File: src/hdl/fkm_pkg.sv
// Package for the flash key and margin command block
package fkm_pkg;
  // Register byte offsets
  localparam logic [7:0] FKM_OFS_CTRL = 8'h00;
  localparam logic [7:0] FKM_OFS_STATUS = 8'h04;
  localparam logic [7:0] FKM_OFS_INDEX = 8'h08;
  localparam logic [7:0] FKM_OFS_SLOT0 = 8'h10;
  localparam logic [7:0] FKM_OFS_SLOT5 = 8'h24;
  localparam logic [7:0] FKM_OFS_SECURITY = 8'h28;
  localparam logic [7:0] FKM_OFS_KEY0 = 8'h30;
  localparam logic [7:0] FKM_OFS_KEY3 = 8'h3C;
  localparam logic [7:0] FKM_OFS_MARGIN = 8'h40;
  // Status bit positions
  localparam int FKM_ST_COMMAND_COMPLETE_FLAG_BIT = 7;
  localparam int FKM_ST_ACCESS_ERROR_FLAG_BIT = 5;
  localparam int FKM_ST_PROTECTION_VIOLATION_FLAG_BIT = 4;
  localparam int FKM_ST_MG1_BIT = 1;
  localparam int FKM_ST_MG0_BIT = 0;
  // Security register fields
  localparam int FKM_SEC_KEY_ACCESS_ENABLE_LSB = 6;
  localparam int FKM_SEC_SECURED_BIT = 0;
  localparam logic [1:0] FKM_KEY_ACCESS_ENABLE_ON = 2'h2;
  localparam logic [7:0] FKM_SEC_RESET = 8'h01;
  // Command codes
  localparam logic [7:0] FKM_CMD_KEY = 8'h0C;
  localparam logic [7:0] FKM_CMD_USER = 8'h0D;
  localparam logic [7:0] FKM_CMD_FIELD = 8'h0E;
  // Parameter index required at launch
  localparam logic [2:0] FKM_IDX_KEY = 3'h4;
  localparam logic [2:0] FKM_IDX_MARGIN = 3'h2;
  // Margin settings
  localparam logic [15:0] FKM_MRG_USER_MAX = 16'h0002;
  localparam logic [15:0] FKM_MRG_FIELD_MAX = 16'h0004;
  // Block address decode (upper address byte)
  localparam logic [7:0] FKM_PFLASH_HI_MIN = 8'hC0;
  localparam logic [7:0] FKM_EEPROM_HI = 8'h10;
  // Stored key reset values
  localparam logic [15:0] FKM_KEY_RESET = 16'hFFFF;
  typedef enum logic [1:0] {
    FKM_IDLE = 2'b00,
    FKM_EXEC = 2'b01,
    FKM_DONE = 2'b11
  } fkm_state_type;
endpackage : fkm_pkg

File: src/hdl/fkm_flash_key_margin.sv
// Key-verification and read-margin command sequencer with APB registers
`timescale 1ns/1ps
`default_nettype none
module fkm_flash_key_margin
  import fkm_pkg::*;
(
  input wire logic ref_clk,
  input wire logic reset_n,
  input wire logic psel,
  input wire logic penable,
  input wire logic pwrite,
  input wire logic [7:0] paddr,
  input wire logic [31:0] pwdata,
  output logic [31:0] prdata,
  output logic pready,
  output logic pslverr,
  input wire logic special_mode,
  output logic secured,
  output logic [2:0] pflash_margin,
  output logic [2:0] eeprom_margin,
  output logic command_complete_flag
);
  logic [15:0] slot_q [0:5];
  logic [15:0] key_q [0:3];
  logic [2:0] parameter_index_q;
  logic [7:0] security_config_reg_q;
  logic access_error_flag_q;
  logic command_complete_flag_q;
  logic mismatch_q;
  logic [2:0] pf_margin_q;
  logic [2:0] ee_margin_q;
  fkm_state_type state_q;
  logic wr_en;
  logic rd_en;
  logic launch;
  logic [7:0] cmd;
  logic key_match;
  logic addr_pf;
  logic addr_ee;
  logic [1:0] key_access_enable;
  logic bad;
  logic [31:0] rd_d;
  logic [2:0] lvl;

  assign wr_en = psel && penable && pwrite;
  assign rd_en = psel && penable && !pwrite;
  assign pready = 1'b1;
  assign pslverr = 1'b0;
  // Writing one to complete bit clears it and launches; ignored while busy
  assign launch = wr_en && paddr == FKM_OFS_STATUS && pwdata[FKM_ST_COMMAND_COMPLETE_FLAG_BIT] && command_complete_flag_q
    && state_q == FKM_IDLE;
  // Command byte and upper block address share slot zero
  assign cmd = slot_q[0][15:8];
  assign key_access_enable = security_config_reg_q[FKM_SEC_KEY_ACCESS_ENABLE_LSB +: 2];
  assign key_match = slot_q[1] == key_q[0] && slot_q[2] == key_q[1]
    && slot_q[3] == key_q[2] && slot_q[4] == key_q[3];
  assign addr_pf = slot_q[0][7:0] >= FKM_PFLASH_HI_MIN;
  assign addr_ee = slot_q[0][7:0] == FKM_EEPROM_HI;
  assign lvl = slot_q[2][2:0];

  // Execute-cycle error check for the latched command
  always_comb begin
    bad = 1'b1;
    unique case (cmd)
      FKM_CMD_KEY: begin
        bad = parameter_index_q != FKM_IDX_KEY
          || key_access_enable != FKM_KEY_ACCESS_ENABLE_ON
          || mismatch_q || !key_match;
      end
      FKM_CMD_USER: begin
        bad = parameter_index_q != FKM_IDX_MARGIN || !(addr_pf || addr_ee)
          || slot_q[2] > FKM_MRG_USER_MAX;
      end
      FKM_CMD_FIELD: begin
        bad = parameter_index_q != FKM_IDX_MARGIN || !special_mode
          || !(addr_pf || addr_ee) || slot_q[2] > FKM_MRG_FIELD_MAX;
      end
      default: bad = 1'b1;
    endcase
  end

  always_ff @(posedge ref_clk or negedge reset_n) begin
    if (!reset_n) begin
      state_q <= FKM_IDLE;
    end else begin
      unique case (state_q)
        FKM_IDLE: if (launch) state_q <= FKM_EXEC;
        FKM_EXEC: state_q <= FKM_DONE;
        FKM_DONE: state_q <= FKM_IDLE;
      endcase
    end
  end

  // Complete flag drops at launch, rises once execution ends
  always_ff @(posedge ref_clk or negedge reset_n) begin
    if (!reset_n) begin
      command_complete_flag_q <= 1'b1;
    end else if (launch) begin
      command_complete_flag_q <= 1'b0;
    end else if (state_q == FKM_DONE) begin
      command_complete_flag_q <= 1'b1;
    end
  end

  // Error is set by the command; a write of one clears it, the set wins
  always_ff @(posedge ref_clk or negedge reset_n) begin
    if (!reset_n) begin
      access_error_flag_q <= 1'b0;
    end else if (state_q == FKM_EXEC && bad) begin
      access_error_flag_q <= 1'b1;
    end else if (launch) begin
      access_error_flag_q <= 1'b0;
    end else if (wr_en && paddr == FKM_OFS_STATUS && pwdata[FKM_ST_ACCESS_ERROR_FLAG_BIT]) begin
      access_error_flag_q <= 1'b0;
    end
  end

  // Mismatch memory survives until reset only
  always_ff @(posedge ref_clk or negedge reset_n) begin
    if (!reset_n) begin
      mismatch_q <= 1'b0;
    end else if (state_q == FKM_EXEC && cmd == FKM_CMD_KEY && parameter_index_q == FKM_IDX_KEY
      && key_access_enable == FKM_KEY_ACCESS_ENABLE_ON && !key_match) begin
      mismatch_q <= 1'b1;
    end
  end

  always_ff @(posedge ref_clk or negedge reset_n) begin
    if (!reset_n) begin
      security_config_reg_q <= FKM_SEC_RESET;
    end else if (state_q == FKM_EXEC && cmd == FKM_CMD_KEY && !bad) begin
      security_config_reg_q[FKM_SEC_SECURED_BIT] <= 1'b0;
    end else if (wr_en && paddr == FKM_OFS_SECURITY) begin
      security_config_reg_q[7:1] <= pwdata[7:1];
    end
  end

  // Flash-targeted margin steers both arrays; EEPROM-targeted only EEPROM
  always_ff @(posedge ref_clk or negedge reset_n) begin
    if (!reset_n) begin
      pf_margin_q <= 3'h0;
      ee_margin_q <= 3'h0;
    end else if (state_q == FKM_EXEC && cmd != FKM_CMD_KEY && !bad) begin
      ee_margin_q <= lvl;
      if (addr_pf) begin
        pf_margin_q <= lvl;
      end
    end
  end

  always_ff @(posedge ref_clk or negedge reset_n) begin
    if (!reset_n) begin
      parameter_index_q <= 3'h0;
    end else if (wr_en && paddr == FKM_OFS_INDEX && command_complete_flag_q) begin
      parameter_index_q <= pwdata[2:0];
    end
  end

  // Parameter slots and stored key are loadable only while idle
  for (genvar i = 0; i < 6; i++) begin : g_slot
    always_ff @(posedge ref_clk or negedge reset_n) begin
      if (!reset_n) begin
        slot_q[i] <= 16'h0000;
      end else if (wr_en && command_complete_flag_q && paddr == FKM_OFS_SLOT0 + 8'(4 * i)) begin
        slot_q[i] <= pwdata[15:0];
      end
    end
  end
  for (genvar k = 0; k < 4; k++) begin : g_key
    always_ff @(posedge ref_clk or negedge reset_n) begin
      if (!reset_n) begin
        key_q[k] <= FKM_KEY_RESET;
      end else if (wr_en && command_complete_flag_q && paddr == FKM_OFS_KEY0 + 8'(4 * k)) begin
        key_q[k] <= pwdata[15:0];
      end
    end
  end

  // Read mux; unmapped addresses and the key words read as zero
  always_comb begin
    rd_d = 32'h0000_0000;
    if (paddr == FKM_OFS_STATUS) begin
      rd_d[FKM_ST_COMMAND_COMPLETE_FLAG_BIT] = command_complete_flag_q;
      rd_d[FKM_ST_ACCESS_ERROR_FLAG_BIT] = access_error_flag_q;
    end else if (paddr == FKM_OFS_INDEX) begin
      rd_d[2:0] = parameter_index_q;
    end else if (paddr == FKM_OFS_SECURITY) begin
      rd_d[7:0] = security_config_reg_q;
    end else if (paddr == FKM_OFS_MARGIN) begin
      rd_d[2:0] = pf_margin_q;
      rd_d[10:8] = ee_margin_q;
    end else if (paddr >= FKM_OFS_SLOT0 && paddr <= FKM_OFS_SLOT5 && paddr[1:0] == 2'h0) begin
      rd_d[15:0] = slot_q[3'((paddr - FKM_OFS_SLOT0) >> 2)];
    end
  end

  always_ff @(posedge ref_clk or negedge reset_n) begin
    if (!reset_n) begin
      prdata <= 32'h0000_0000;
    end else if (psel && !penable && !pwrite) begin
      prdata <= rd_d;
    end
  end

  assign secured = security_config_reg_q[FKM_SEC_SECURED_BIT];
  assign pflash_margin = pf_margin_q;
  assign eeprom_margin = ee_margin_q;
  assign command_complete_flag = command_complete_flag_q;

  // Launch-cycle checks, plus security-release, mismatch-memory and flash-margin invariants
  a_key_release: assert property (@(posedge ref_clk) disable iff (!reset_n)
    $fell(secured) |-> !mismatch_q && $past(state_q) == FKM_EXEC && !access_error_flag_q)
    else $error("security released without good key");
  a_mismatch_sticky: assert property (@(posedge ref_clk) disable iff (!reset_n)
    mismatch_q |=> mismatch_q)
    else $error("mismatch memory lost");
  a_blocked_key: assert property (@(posedge ref_clk) disable iff (!reset_n)
    (launch && cmd == FKM_CMD_KEY && mismatch_q) |-> ##1 1'b1 ##1 access_error_flag_q)
    else $error("key attempt after mismatch not aborted");
  a_key_access_enable_gate: assert property (@(posedge ref_clk) disable iff (!reset_n)
    (launch && cmd == FKM_CMD_KEY && key_access_enable != FKM_KEY_ACCESS_ENABLE_ON)
    |-> ##2 access_error_flag_q && secured)
    else $error("key command ran while disabled");
  a_key_index: assert property (@(posedge ref_clk) disable iff (!reset_n)
    (launch && cmd == FKM_CMD_KEY && parameter_index_q != FKM_IDX_KEY)
    |-> ##2 access_error_flag_q)
    else $error("wrong index not flagged");
  a_complete_time: assert property (@(posedge ref_clk) disable iff (!reset_n)
    launch |=> !command_complete_flag ##2 command_complete_flag)
    else $error("complete flag not set three cycles after launch");
  a_user_range: assert property (@(posedge ref_clk) disable iff (!reset_n)
    (launch && cmd == FKM_CMD_USER && slot_q[2] > FKM_MRG_USER_MAX)
    |-> ##2 access_error_flag_q && $stable(ee_margin_q))
    else $error("bad user margin accepted");
  a_field_mode: assert property (@(posedge ref_clk) disable iff (!reset_n)
    (launch && cmd == FKM_CMD_FIELD && !special_mode) |-> ##2 access_error_flag_q)
    else $error("field margin outside special mode");
  a_ee_only: assert property (@(posedge ref_clk) disable iff (!reset_n)
    $changed(pf_margin_q) |-> pf_margin_q == ee_margin_q)
    else $error("flash margin set without EEPROM");

  // Outcome checks anchored on the execute cycle, while slots and keys are frozen, then level, completion, freeze and status invariants
  a_key_words: assert property (@(posedge ref_clk) disable iff (!reset_n)
    (state_q == FKM_EXEC && cmd == FKM_CMD_KEY && parameter_index_q == FKM_IDX_KEY
    && key_access_enable == FKM_KEY_ACCESS_ENABLE_ON && !mismatch_q && slot_q[1] == key_q[0]
    && slot_q[2] == key_q[1] && slot_q[3] == key_q[2] && slot_q[4] == key_q[3])
    |=> !secured && !access_error_flag_q)
    else $error("matching key words did not release security");
  a_key_mismatch: assert property (@(posedge ref_clk) disable iff (!reset_n)
    (state_q == FKM_EXEC && cmd == FKM_CMD_KEY && parameter_index_q == FKM_IDX_KEY
    && key_access_enable == FKM_KEY_ACCESS_ENABLE_ON && slot_q[4] != key_q[3])
    |=> mismatch_q && access_error_flag_q && secured == $past(secured))
    else $error("key mismatch not remembered");
  a_secure_hold: assert property (@(posedge ref_clk) disable iff (!reset_n)
    (mismatch_q && secured) |=> secured)
    else $error("security released after a mismatch");
  a_key_margin: assert property (@(posedge ref_clk) disable iff (!reset_n)
    (state_q == FKM_EXEC && cmd == FKM_CMD_KEY)
    |=> $stable(pf_margin_q) && $stable(ee_margin_q))
    else $error("key command touched margin levels");
  a_user_apply: assert property (@(posedge ref_clk) disable iff (!reset_n)
    (state_q == FKM_EXEC && cmd == FKM_CMD_USER && parameter_index_q == FKM_IDX_MARGIN
    && (slot_q[0][7:0] >= FKM_PFLASH_HI_MIN || slot_q[0][7:0] == FKM_EEPROM_HI)
    && slot_q[2] <= FKM_MRG_USER_MAX)
    |=> ee_margin_q == $past(lvl) && !access_error_flag_q)
    else $error("valid user margin not applied");
  a_field_apply: assert property (@(posedge ref_clk) disable iff (!reset_n)
    (state_q == FKM_EXEC && cmd == FKM_CMD_FIELD && special_mode
    && parameter_index_q == FKM_IDX_MARGIN && slot_q[0][7:0] == FKM_EEPROM_HI
    && slot_q[2] <= FKM_MRG_FIELD_MAX)
    |=> ee_margin_q == $past(lvl) && !access_error_flag_q)
    else $error("valid field margin not applied");
  a_field_pf: assert property (@(posedge ref_clk) disable iff (!reset_n)
    (state_q == FKM_EXEC && cmd == FKM_CMD_FIELD && special_mode
    && parameter_index_q == FKM_IDX_MARGIN && slot_q[0][7:0] >= FKM_PFLASH_HI_MIN
    && slot_q[2] <= FKM_MRG_FIELD_MAX)
    |=> pf_margin_q == $past(lvl) && ee_margin_q == $past(lvl))
    else $error("flash field margin not applied to both arrays");
  a_ee_target: assert property (@(posedge ref_clk) disable iff (!reset_n)
    (state_q == FKM_EXEC && cmd != FKM_CMD_KEY && slot_q[0][7:0] == FKM_EEPROM_HI)
    |=> $stable(pf_margin_q))
    else $error("EEPROM-targeted margin changed flash reads");
  a_field_range: assert property (@(posedge ref_clk) disable iff (!reset_n)
    (state_q == FKM_EXEC && cmd == FKM_CMD_FIELD && slot_q[2] > FKM_MRG_FIELD_MAX)
    |=> access_error_flag_q && $stable(pf_margin_q) && $stable(ee_margin_q))
    else $error("bad field margin accepted");
  a_margin_index: assert property (@(posedge ref_clk) disable iff (!reset_n)
    (state_q == FKM_EXEC && (cmd == FKM_CMD_USER || cmd == FKM_CMD_FIELD)
    && parameter_index_q != FKM_IDX_MARGIN) |=> access_error_flag_q)
    else $error("wrong margin index not flagged");
  a_margin_addr: assert property (@(posedge ref_clk) disable iff (!reset_n)
    (state_q == FKM_EXEC && (cmd == FKM_CMD_USER || cmd == FKM_CMD_FIELD)
    && slot_q[0][7:0] < FKM_PFLASH_HI_MIN && slot_q[0][7:0] != FKM_EEPROM_HI)
    |=> access_error_flag_q)
    else $error("invalid block address not flagged");
  a_margin_level: assert property (@(posedge ref_clk) disable iff (!reset_n)
    ee_margin_q <= FKM_MRG_FIELD_MAX && pf_margin_q <= FKM_MRG_FIELD_MAX)
    else $error("margin level outside defined settings");
  a_busy_state: assert property (@(posedge ref_clk) disable iff (!reset_n)
    !command_complete_flag |-> state_q != FKM_IDLE)
    else $error("complete flag low while idle");
  a_complete_done: assert property (@(posedge ref_clk) disable iff (!reset_n)
    state_q == FKM_DONE |=> command_complete_flag && state_q == FKM_IDLE)
    else $error("command did not complete after execution");
  a_index_frozen: assert property (@(posedge ref_clk) disable iff (!reset_n)
    !command_complete_flag |=> $stable(parameter_index_q))
    else $error("parameter index changed while busy");
  a_slots_frozen: assert property (@(posedge ref_clk) disable iff (!reset_n)
    !command_complete_flag |=> $stable(slot_q[0]) && $stable(slot_q[2]))
    else $error("parameter slots changed while busy");
  a_status_quiet: assert property (@(posedge ref_clk) disable iff (!reset_n)
    (psel && !penable && !pwrite && paddr == FKM_OFS_STATUS)
    |=> prdata[FKM_ST_PROTECTION_VIOLATION_FLAG_BIT] == 1'b0 && prdata[FKM_ST_MG1_BIT] == 1'b0
    && prdata[FKM_ST_MG0_BIT] == 1'b0)
    else $error("protection or verify flag reported");

  // Scenario covers
  c_key_ok: cover property (@(posedge ref_clk) disable iff (!reset_n) $fell(secured));
  c_field_set: cover property (@(posedge ref_clk) disable iff (!reset_n)
    $changed(pf_margin_q) && pf_margin_q == 3'h4);
  c_ee_user: cover property (@(posedge ref_clk) disable iff (!reset_n)
    $changed(ee_margin_q) && $stable(pf_margin_q));
  c_key_blocked: cover property (@(posedge ref_clk) disable iff (!reset_n)
    launch && cmd == FKM_CMD_KEY && mismatch_q);
  c_margin_error: cover property (@(posedge ref_clk) disable iff (!reset_n)
    $rose(access_error_flag_q) && cmd != FKM_CMD_KEY);
endmodule : fkm_flash_key_margin
`default_nettype wire

File: config.mk
export PLATFORM = sky130hd
export DESIGN_NAME = fkm_flash_key_margin
export DESIGN_NICKNAME = d
export VERILOG_FILES = /design/src/hdl/fkm_pkg.sv /design/src/hdl/fkm_flash_key_margin.sv
export SDC_FILE = /design/constraint.sdc
export NUM_CORES = 1
export LEC_CHECK = 0
export ABC_AREA = 0
export BUFFER_PORTS_ARGS = -buffer_cell sky130_fd_sc_hd__buf_2
export CORE_ASPECT_RATIO = 0.8
export CORE_MARGIN = 2
export CORE_UTILIZATION = 55
export CTS_CLUSTER_DIAMETER = 80
export DETAILED_ROUTE_END_ITERATION = 8
export PLACE_DENSITY = 0.78
export SYNTH_ARGS = -nofsm -noshare
export SYNTH_HDL_FRONTEND = slang
export SYNTH_SLANG_ARGS = --single-unit
File: constraint.sdc
create_clock -name ref_clk -period 3 [get_ports ref_clk]
set_input_delay 0 -clock ref_clk [delete_from_list [all_inputs] [get_ports ref_clk]]
set_output_delay 0 -clock ref_clk [all_outputs]
set_load 0.005 [all_outputs]
# After elaboration in Yosys (flattened, before gate mapping)
# Cells that the tools add are included.
[word_totals]
regBits = 198
in_bits = 46
elab_cells = 142
[classes]
n_addsub = 1
order_cmp = 6
eq_ne = 31
muxes = 25
bitwise = 2
reduce_logical = 57
[op_table]
columns = ["op", "n"]
rows = [
  ["$eq A16 B16 Y1", 4],
  ["$eq A8 B6 Y1 const B", 7],
  ["$bmux W16 S3", 1],
  ["$mux W16", 3],
  ["$eq A8 B5 Y1 const B", 5],
  ["$logic_and A1 B1 Y1", 36],
  ["$eq A8 B4 Y1 const B", 4],
  ["$mux W8", 3],
  ["$gt A16 B2 Y1 const B", 1],
  ["$gt A16 B3 Y1 const B", 1],
  ["$mux W5", 3],
  ["$mux W13", 1],
  ["$logic_or A1 B1 Y1", 9],
  ["$mux W3", 3],
  ["$eq A8 B3 Y1 const B", 1],
  ["$eq A8 B7 Y1 const B", 1],
  ["$ge A8 B5 Y1 const B", 1],
  ["$ge A8 B8 Y1 const B", 1],
  ["$le A8 B6 Y1 const B", 1],
  ["$mux W1", 8],
  ["$ne A8 B4 Y1 const B", 1],
  ["$logic_not A1 Y1", 6],
  ["$pmux W2 S3", 1],
  ["$sub A5 B5 Y5 const B", 1],
  ["other kinds (15)", 19],
]

# Depth between registers and ports, before layout
# Gate-level depths: netlist (run 1).
[logic_depth]
depth_word = 11
depth_mapped = 7

# Worst setup path after synthesis (run 1)
# Ideal clock, no wire load.
[synth_path]
kind = "register to register"
startpoint = "register command_complete_flag_q (netlist: command_complete_flag)"
endpoint = "register key_q[37] (netlist bit)"
arrival_time_ns = 2.051
setup_slack_ns = 0.866
stages_incl_launch_ff = 7
path_buffers = 1
period_less_slack_ns = 2.134
cell_sequence = "dfstp_2 nand4_1 nor3_1 nand3_1 nor3_2 buf_4 mux2_2"
[synth_between]
elab_chain_len = 2
[synth_rtl]
columns = ["item", "line", "text"]
rows = [
  ["start: declaration", "fkm_flash_key_margin.sv:28", "logic command_complete_flag_q;"],
  ["start signal: assignment", "fkm_flash_key_margin.sv:97", "command_complete_flag_q <= 1'b1;"],
  ["start signal: assignment", "fkm_flash_key_margin.sv:99", "command_complete_flag_q <= 1'b0;"],
  ["start signal: assignment", "fkm_flash_key_margin.sv:101", "command_complete_flag_q <= 1'b1;"],
  ["$logic_and A1 B1 Y1 (2 in a row)", "fkm_flash_key_margin.sv:173", "end else if (wr_en && command_complete_flag_q && paddr == FKM_OFS_KEY0 + 8'(4 * k)) begin"],
  ["end signal: indexed assignment", "fkm_flash_key_margin.sv:174", "key_q[k] <= pwdata[15:0];"],
  ["end: declaration", "fkm_flash_key_margin.sv:24", "logic [15:0] key_q [0:3];"],
]
# Every way passes these cells.
# A chain may end at the register's enable or synchronous reset.

# Worst setup path in the final report (run 1)
[layout_path]
startpoint = "register slot_q[41] (netlist bit)"
endpoint = "register security_config_reg_q[5]"
[layout_between]
elab_chain_len = 10
[layout_rtl]
columns = ["item", "line", "text"]
rows = [
  ["start: declaration", "fkm_flash_key_margin.sv:23", "logic [15:0] slot_q [0:5];"],
  ["start signal: indexed assignment", "fkm_flash_key_margin.sv:165", "slot_q[i] <= pwdata[15:0];"],
  ["$eq A16 B16 Y1", "fkm_flash_key_margin.sv:56", "&& slot_q[3] == key_q[2] && slot_q[4] == key_q[3];"],
  ["$logic_and A1 B1 Y1 (2 in a row)", "fkm_flash_key_margin.sv:56", ""],
  ["$logic_not A1 Y1", "fkm_flash_key_margin.sv:68", "|| mismatch_q || !key_match;"],
  ["$logic_or A1 B1 Y1", "fkm_flash_key_margin.sv:68", ""],
  ["$pmux W1 S3", "fkm_flash_key_margin.sv:64", "unique case (cmd)"],
  ["$logic_not A1 Y1", "fkm_flash_key_margin.sv:131", "end else if (state_q == FKM_EXEC && cmd == FKM_CMD_KEY && !bad) begin"],
  ["$logic_and A1 B1 Y1", "fkm_flash_key_margin.sv:131", ""],
  ["$not A1 Y1 (no source line)", "-", ""],
  ["$reduce_and A2 Y1 (no source line)", "-", ""],
  ["end signal: assignment", "fkm_flash_key_margin.sv:134", "security_config_reg_q[7:1] <= pwdata[7:1];"],
  ["end: declaration", "fkm_flash_key_margin.sv:26", "logic [7:0] security_config_reg_q;"],
]
# Every way passes these cells.

==> results_dict.tcl, run 1 <==
set metrics [dict create \
    status "complete, no violations" \
    clock_path_buffers 2 \
    antenna_found_initial 0 \
    leakage_nw 4.888 \
    post-cts-setup-buffers 0 \
    path_class "reg2reg" \
    cp_max_fo 7 \
    clockRootBuffer "clkbuf_16" \
    sw_frac_of_total 0.2202 \
    synth_edf_count 0 \
    first_pass_iters 4 \
    dp_slack_ps 386.6 \
    r2r_slack_ps 300 \
    dp_cells 971 \
    yosysUniqueCellTypes 50 \
    insertion_delay_ps 440 \
    p_seq_frac 0.510 \
    grt_pass1_vias 6347 \
    worstMarginPinSlew_ps 683.8 \
    p_clk_frac 0.452 \
    diodes 0 \
    hold_buffers 12 \
    fin_cells 1015 \
    drtIter0Drc 456 \
    setup_slack_ps 296.0 \
    synth.avg_cell_area_um2 13.36 \
    ys.flop_type "dfrtp_1" \
    power_density_nw_per_um2 488.7 \
    drc 0 \
    wl_per_cell_um 23.62 \
    grt_max_degree 83 \
    start_kind "flip-flop" \
    viasPerCell 6.097 \
    maxCapViolations 0 \
    dp_hpwl_mm 16.53 \
    synth_area_um2 9523 \
    r2r_cells 7 \
    total_power_w 0.005250 \
    ys_seq_area_frac 0.5290 \
    ys_ff_latch 198 \
    r2r_start "slot_q[41]$_DFFE_PN0P_" \
    fillers 1286 \
    ir_drop_uv 451.4 \
    die_y_um 121.7 \
    path_clk_slew_ps 70 \
    fin_tns_setup_ps 0 \
    io_pins 88 \
    drive_gt1_frac 0.4759 \
    vias 6188 \
    reg2reg_to "security_config_reg_q[5]$_DFFE_PN0P_" \
    grt_use_total 0.2774 \
    crit_path_start "slot_q[41]$_DFFE_PN0P_" \
    max_slew_margin 0.5404 \
    dieArea_um2 18390 \
    p_comb_frac 0.039 \
    post-route-util 0.6259 \
    numCtsBuffers 17 \
    wirelength_mm 23.98 \
    cts_resized 0 \
    area_delta_synth_final_pct 12.80 \
    required_ps 3320 \
    async_flop_share 1.000 \
    ant_nets 0 \
    grt_setup_unrepaired "false" \
    setup_violations 0 \
    start_util 0.5549 \
    finish.net_count 823 \
    grt-ovfl-total 0 \
    hp-class "in2reg" \
    internal_power_w 0.004094 \
    fp.dieW_um 151.1 \
    io_buffer_count 53 \
    cts.sinks 198 \
    gp_congestion 0.8896 \
    syn_inst 713 \
    fmax_ghz 0.3698 \
    hold_viol_final 0 \
    rows 43 \
    crit_arrival_ps 3020 \
    cts.htree.levels 4 \
    clock_skew_ps 8.196 \
    grt_pass1_wl_mm 37.32 \
    finalCritPeriodShare 0.9013 \
    p_switching_w 0.001156 \
    yosysWarnings 0 \
    cts_tree "built" \
    period_needed_ps 2704 \
    coreArea_um2 17160 \
    worstSetupEndpoint "security_config_reg_q[5]$_DFFE_PN0P_" \
    cp-end-kind "flip-flop" \
    slew_violations 0 \
]
[final cells by class]
type,instances,area [um2],share of cell area
Clock buffer,22,464.2,0.04321
Clock inverter,10,145.1,0.01351
Inverter,2,7.507,0.0006989
Multi-Input combinational cell,470,4227,0.3935
Sequential cell,198,5037,0.4690
Tap cell,225,281.5,0.02621
Timing Repair Buffer,88,579.3,0.05393
[synth_stat cells (2+ instances only)]
cell | number | share of area
nor2_1 | 15 | 0.0059
o22ai_1 | 4 | 0.0026
a221oi_1 | 3 | 0.0028
clkbuf_1 | 19 | 0.0075
nand3_1 | 5 | 0.0026
dfrtp_1 | 132 | 0.35
a22oi_1 | 3 | 0.0024
buf_2 | 9 | 0.0047
a22o_1 | 6 | 0.0055
inv_1 | 2 | 0.00079
mux2i_1 | 16 | 0.017
buf_1 | 10 | 0.0039
mux2_2 | 176 | 0.21
nand2_1 | 36 | 0.014
nand2b_1 | 4 | 0.0026
buf_4 | 21 | 0.017
dfstp_2 | 66 | 0.18
a222oi_1 | 2 | 0.0021
o21ai_0 | 22 | 0.012
nand3b_1 | 2 | 0.0016
nor4_2 | 3 | 0.0039
nor2_2 | 3 | 0.0020
nor4b_1 | 5 | 0.0046
xnor2_1 | 64 | 0.059
nand4_1 | 19 | 0.012
conb_1 | 2 | 0.00079
nor3_1 | 4 | 0.0021
a21oi_1 | 10 | 0.0053
mux4_2 | 15 | 0.035
nor4_1 | 11 | 0.0072
o41ai_1 | 4 | 0.0037
and3_1 | 2 | 0.0013
[flip-flops by register name, indices dropped and copies added, names as in the netlist, 3 cells and up]
name / count
parameter_index_q: 3
pflash_margin: 3
slot_q: 85
key_q: 64
prdata: 16
lvl: 3
security_config_reg_q: 8
eeprom_margin: 3
cmd: 8
[cell families (layout without fill, tap and decap cells)]
group | count (synthesis) | in the layout | share of synthesized area
buf+inv | 61 | 122 | 0.03350
other cells | 2 | 18 | 0.0007886
mux | 208 | 208 | 0.2632
simple gates | 119 | 119 | 0.07029
flops | 198 | 198 | 0.5290
xor+xnor | 64 | 64 | 0.05886
compound gates | 61 | 61 | 0.04441
[stage by stage]
stage | hold WS (ps) | instance area (um2)
floorplan | -295.6 | 9583
global placement | 73.32 | 10010
global route | 18.02 | 10740
CTS | 0.5700 | 10740
detailed placement | 87.88 | 10010
finish | 13.74 | 10740
[worst max-delay path: stages, from the launching register on]
cell	delay, ps
dfrtp_1	420
xnor2_1	350
nand4_1	130
nor4_1	440
nand4_1	170
buf_4	200
o311ai_4	470
mux2_2	410
[how the worst min path moves through the flow]
stage | cells after the start | endpoint | from
after global placement | 1 | slot_q[8]$_DFFE_PN0P_ | reset_n
after global routing | 2 | slot_q[71]$_DFFE_PN0P_ | pwdata[7]
after detailed placement | 1 | slot_q[8]$_DFFE_PN0P_ | reset_n
final | 2 | security_config_reg_q[6]$_DFFE_PN0P_ | pwdata[6]
after floorplan | 0 | access_error_flag_q$_DFFE_PN0P_ | reset_n
after CTS | 2 | security_config_reg_q[6]$_DFFE_PN0P_ | pwdata[6]
[power groups by stage]
stage | Clock [W] | Sequential [W] | Combinational [W]
after floorplan | 0 | 0.00272 | 0.0000953
after global routing | 0.00251 | 0.00267 | 0.000227
final | 0.00237 | 0.00268 | 0.000203
after detailed placement | 0 | 0.00272 | 0.000193
after global placement | 0 | 0.00272 | 0.000187
after CTS | 0.00239 | 0.00268 | 0.000206
[per-layer routing]
metal,routed length [um],vias up,track usage
li1,-,2681,-
met1,10460,3235,0.3826
met2,11060,223,0.4207
met3,1763,49,0.08127
met4,692,0,0.1022
met5,0,-,0
[cells in the final DEF, fill, tap and decap left out, types with 2 or more instances in the layout]
cell type        n
buf_2           52
mux4_2          15
nor3_1           4
nand3b_1         2
dlygate4sd3_1   12
mux2i_1         16
dfrtp_1        132
a221oi_1         3
buf_4           22
dfstp_2         66
nor4_1          11
nor2_2           3
xnor2_1         64
a22o_1           6
o21ai_0         22
nor4_2           3
clkinv_4         2
mux2_2         176
and3_1           2
a222oi_1         2
nor2_1          15
nand2b_1         4
clkbuf_8         3
o41ai_1          4
clkinvlp_4       2
conb_1          18
a21oi_1         10
nand4_1         19
nor4b_1          5
o22ai_1          4
inv_6            2
clkbuf_16       17
inv_1            2
nand3_1          5
bufinv_16        3
a22oi_1          3
nand2_1         36
clkbuf_1         3
Power figures use the tool's default switching activity.
==> run 2: changes to the inputs <==
Settings changed: HOLD_SLACK_MARGIN from default to 0.15, MAX_ROUTING_LAYER from default to met4, SLEW_MARGIN from default to 20.
==> run 2 against run 1 <==
  * Critical path depth stayed put
  * Count of clock-buffer cells in the layout is 3 lower
  * Critical endpoint unchanged
  * First-iteration DRC count is 23% higher
  * Via count is 2.1% higher
  * Final cell count is 0.89% higher
  * Largest power group unchanged
  * Wire length is 1.6% higher
==> results_dict.tcl, run 2 (synthesis results as in run 1) <==
set metrics [dict create \
    coreArea_um2 17160 \
    drc 0 \
    maxCapViolations 0 \
    grt_pass1_vias 6377 \
    regMostFlops "slot_q" \
    io_buffer_count 53 \
    dieArea_um2 18390 \
    max_slew_margin 0.3847 \
    worstMarginPinSlew_ps 910.2 \
    ant_nets 0 \
    numCtsBuffers 17 \
    hold_buffers 20 \
    grt_max_degree 68 \
    largestRegisters "slot_q: 85 flops, key_q: 64 flops, prdata: 16 flops" \
    crit_arrival_ps 3160 \
    first_pass_iters 5 \
    io_pins 88 \
    power_density_nw_per_um2 486.5 \
    post-route-util 0.6308 \
    cts_tree "built" \
    fin_tns_setup_ps 0 \
    clock_skew_ps 5.727 \
    gp_congestion 0.8751 \
    period_needed_ps 2831 \
    regArea_um2 5037 \
    r2r_cells 7 \
    clock_path_buffers 2 \
    grt-ovfl-total 0 \
    fmax_ghz 0.3532 \
    viasPerCell 6.172 \
    grt_use_total 0.2894 \
    start_util 0.5549 \
    ir_drop_uv 439.3 \
    grt_pass1_wl_mm 37.65 \
    status "complete, no violations" \
    dp_hpwl_mm 16.85 \
    path_class "reg2reg" \
    multi_input_area_um2 4227 \
    wirelength_mm 24.36 \
    area_delta_synth_final_pct 13.68 \
    r2r_slack_ps 170 \
    layout_common_cells "mux2_2 (176), dfrtp_1 (132), dfstp_2 (66)" \
    hold_viol_final 0 \
    final_common_cell "mux2_2" \
    post-cts-setup-buffers 0 \
    rows 43 \
    clockRootBuffer "clkbuf_16" \
    drive_gt1_frac 0.4731 \
    path_clk_slew_ps 70 \
    grt_setup_unrepaired "false" \
    finish.net_count 832 \
    insertion_delay_ps 440 \
    start_kind "flip-flop" \
    wl_per_cell_um 23.78 \
    fp.dieW_um 151.1 \
    cp-end-kind "flip-flop" \
    finalCritPeriodShare 0.9438 \
    antenna_found_initial 0 \
    hp-class "in2reg" \
    leakage_nw 4.925 \
    cts.sinks 198 \
    required_ps 3330 \
    vias 6320 \
    die_y_um 121.7 \
    fillers 1243 \
    setup_violations 0 \
    drtIter0Drc 561 \
    min_path_cells 4 \
    largest_reg_flops 85 \
    diodes 0 \
    cts.htree.levels 4 \
    cts_resized 0 \
    slew_violations 0 \
    cp_max_fo 7 \
]
-- run 2: cell types whose count changed in the layout (fill, tap and decap cells not counted) --
cell and change:
dlygate4sd3_1 +8, buf_4 +1, clkbuf_8 -2, clkinv_2 +1, inv_8 +2, clkbuf_1 -1
-- run 2: worst max-delay path, stage by stage (launching register included) --
cell and delay (ps):
dfrtp_1 410, xnor2_1 370, nand4_1 190, nor4_1 490, nand4_1 170, buf_4 200, o311ai_4 490, mux2_2 400
-- run 2: report_power, final --
part           switching (W)  total, W  internal [W]
clock                0.00105   0.00238       0.00133
combinational       0.000152  0.000212     0.0000605
sequential        0.00000110   0.00268       0.00267
total                0.00120   0.00527       0.00406
-- run 2: area by class of cell --
cell class,instances,area share
clock buffers,19,0.03999
clock inverters,13,0.01595
inverters,2,0.0006935
multi-input cells,470,0.3904
flip-flops and latches,198,0.4653
well taps,225,0.02601
repair buffers,97,0.06160
-- run 2: routing by layer --
metal | global-route usage | share of wire | up-vias
li1 | - | - | 2704
met1 | 0.4037 | 0.45 | 3312
met2 | 0.4213 | 0.46 | 264
met3 | 0.06292 | 0.068 | 40
met4 | 0.1069 | 0.025 | 0
met5 | - | 0 | -
-- run 2: worst paths after layout --
path                                                         to                    from
min in group asynchronous                slot_q[56]$_DFFE_PN0P_                 reset_n
max in group asynchronous                slot_q[24]$_DFFE_PN0P_                 reset_n
max reg2reg                security_config_reg_q[5]$_DFFE_PN0P_  slot_q[39]$_DFFE_PN0P_
max                        security_config_reg_q[5]$_DFFE_PN0P_  slot_q[39]$_DFFE_PN0P_
min                        security_config_reg_q[1]$_DFFE_PN0P_                paddr[6]
min reg2reg                               prdata[7]$_DFFE_PN0P_   prdata[7]$_DFFE_PN0P_
-- run 2: per-stage QoR --
step | setup slack [ps] | area [um2] | hold slack (ps) | std cells | total power, W
after floorplan | 866.4 | 9583 | -295.6 | 729 | 0.002819
after global placement | 445.7 | 10020 | 27.24 | 972 | 0.002909
after detailed placement | 277.9 | 10020 | 35.92 | 972 | 0.002916
after CTS | 264.7 | 10830 | 151.8 | 1024 | 0.005282
after global routing | 90.58 | 10830 | 188.1 | 1024 | 0.005409
final | 168.6 | 10830 | 175.2 | 1024 | 0.005267
==> run 3: changes to the inputs <==
Settings changed: REMOVE_ABC_BUFFERS from default to 1.
==> run 3 against run 2 <==
  * Sequential share of layout area increased by 0.12 points
  * Highest routed layer unchanged
  * Combinational power about the same
  * Clock power about the same
  * Clock skew about the same
  * Count of clock-buffer cells in the layout decreased by 1
  * Via count increased by 0.24%
  * Maximum frequency increased by 7.7%
  * Setup slack improved by 200 ps
  * Wire length increased by 1.2%
==> results_dict.tcl, run 3 (synthesis results as in run 1) <==
set metrics [dict create \
    coreArea_um2 17160 \
    viasPerCell 6.217 \
    clock_skew_ps 5.891 \
    fp.dieW_um 151.1 \
    required_ps 3310 \
    diodes 0 \
    clock_path_buffers 2 \
    leakage_nw 4.899 \
    grt_use_total 0.2896 \
    finalCritPeriodShare 0.8766 \
    ant_nets 0 \
    cts_resized 0 \
    wl_per_cell_um 24.19 \
    io_pins 88 \
    first_pass_iters 5 \
    crit_arrival_ps 2940 \
    path_class "reg2reg" \
    period_needed_ps 2630 \
    layout_common_cells "mux2_2 (176), dfrtp_1 (132), dfstp_2 (66)" \
    cp-end-kind "flip-flop" \
    antenna_found_initial 0 \
    maxCapViolations 0 \
    place_area_um2 9982 \
    largest_reg_flops 85 \
    grt_setup_unrepaired "false" \
    die_y_um 121.7 \
    grt-ovfl-total 0 \
    io_buffer_count 53 \
    grt_pass1_vias 6348 \
    wirelength_mm 24.65 \
    max_slew_margin 0.5347 \
    finish.net_count 827 \
    fillers 1318 \
    start_util 0.5549 \
    start_kind "flip-flop" \
    fin_tns_setup_ps 0 \
    slew_violations 0 \
    gp_congestion 0.8985 \
    r2r_slack_ps 370 \
    hp-class "in2async" \
    cts.htree.levels 4 \
    regMostFlops "slot_q" \
    vias 6335 \
    clockRootBuffer "clkbuf_16" \
    cts_tree "built" \
    worstMarginPinSlew_ps 688.2 \
    fmax_ghz 0.3803 \
    cp_max_fo 7 \
    cts.sinks 198 \
    hold_viol_final 0 \
    status "complete, no violations" \
    dieArea_um2 18390 \
    reg2reg_to "security_config_reg_q[6]$_DFFE_PN0P_" \
    numCtsBuffers 17 \
    r2r_start "slot_q[73]$_DFFE_PN0P_" \
    final_common_cell "mux2_2" \
    regArea_um2 5037 \
    grt_pass1_wl_mm 37.61 \
    path_clk_slew_ps 70 \
    insertion_delay_ps 430 \
    drtIter0Drc 429 \
    ir_drop_uv 392.5 \
    rows 43 \
    largestRegisters "slot_q: 85 flops, key_q: 64 flops, prdata: 16 flops" \
    dp_hpwl_mm 16.54 \
    setup_violations 0 \
    grt_max_degree 84 \
    stdcell_area_um2 10800 \
    multi_input_area_um2 4227 \
    power_density_nw_per_um2 488.5 \
    drc 0 \
    drive_gt1_frac 0.4723 \
    r2r_cells 8 \
    area_delta_synth_final_pct 13.38 \
]
==> run 3: changes by cell type in the layout (fill, tap and decap cells not counted) <==
cell        previous run  this run
clkbuf_8               1         2
inv_8                  2         0
clkinv_4               2         4
clkbuf_1               2         0
clkinvlp_4             2         3
buf_4                 23        18
==> run 3: worst max-delay path by stage <==
| stage | startpoint | cells after the start | slack [ps] | endpoint |
|---|---|---|---|---|
| 5_1_grt | cmd[5]$_DFFE_PN0P_ | 7 | 270 | security_config_reg_q[6]$_DFFE_PN0P_ |
| 3_5_place_dp | slot_q[73]$_DFFE_PN0P_ | 8 | 450 | security_config_reg_q[6]$_DFFE_PN0P_ |
| 6_report | slot_q[73]$_DFFE_PN0P_ | 8 | 370 | security_config_reg_q[6]$_DFFE_PN0P_ |
| 4_1_cts | key_q[13]$_DFFE_PN1P_ | 8 | 450 | security_config_reg_q[6]$_DFFE_PN0P_ |
| 2_1_floorplan | command_complete_flag$_DFFE_PN1P_ | 5 | 700 | key_q[32]$_DFFE_PN1P_ |
| 3_3_place_gp | slot_q[73]$_DFFE_PN0P_ | 8 | 480 | security_config_reg_q[3]$_DFFE_PN0P_ |
==> run 3: area by class of cell <==
cell class                      instances  share of cell area
Multi-Input combinational cell        470              0.3915
Clock buffer                           18             0.04068
Tap cell                              225             0.02607
Sequential cell                       198              0.4666
Clock inverter                         14             0.01622
Timing Repair Buffer                   92             0.05829
Inverter                                2           0.0006953
==> run 3: worst max-delay path: stages, from the launching register on <==
cell      delay [ps]
dfrtp_1          410
xnor2_1          400
nand4_1          190
nor4_1           320
nand4_1          150
buf_4            190
o311ai_4         260
buf_4            240
mux2_2           360
==> run 3: report_power, final <==
| part | internal, W | switching [W] | total (W) |
|---|---|---|---|
| Sequential | 0.00267 | 0.00000115 | 0.00268 |
| Clock | 0.00134 | 0.00104 | 0.00238 |
| Combinational | 0.0000592 | 0.000155 | 0.000215 |
==> run 3: per-stage QoR <==
stage               setup WS (ps)  utilization  std cells  hold WS [ps]  total power (W)
detailed placement          448.8       0.5816        967         57.67         0.002918
global placement            479.8       0.5816        967         47.19         0.002910
finish                      370.2       0.6291       1019         145.9         0.005274
CTS                         452.9       0.6291       1019         174.3         0.005288
global route                270.0       0.6291       1019         189.3         0.005413
floorplan                   702.9            -        670        -295.6         0.002761
==> run 3: timing repair <==
item,CTS,global route
hold endpoints to repair,252,0
hold buffers,20,0
setup buffers,0,0
==> run 3: metal layers <==
layer | track usage | part of all wire | wire (um)
met1 | 0.4095 | 0.45 | 11060
met2 | 0.4253 | 0.45 | 11190
met5 | - | 0 | 0
met4 | 0.06659 | 0.015 | 365
met3 | 0.07528 | 0.083 | 2044
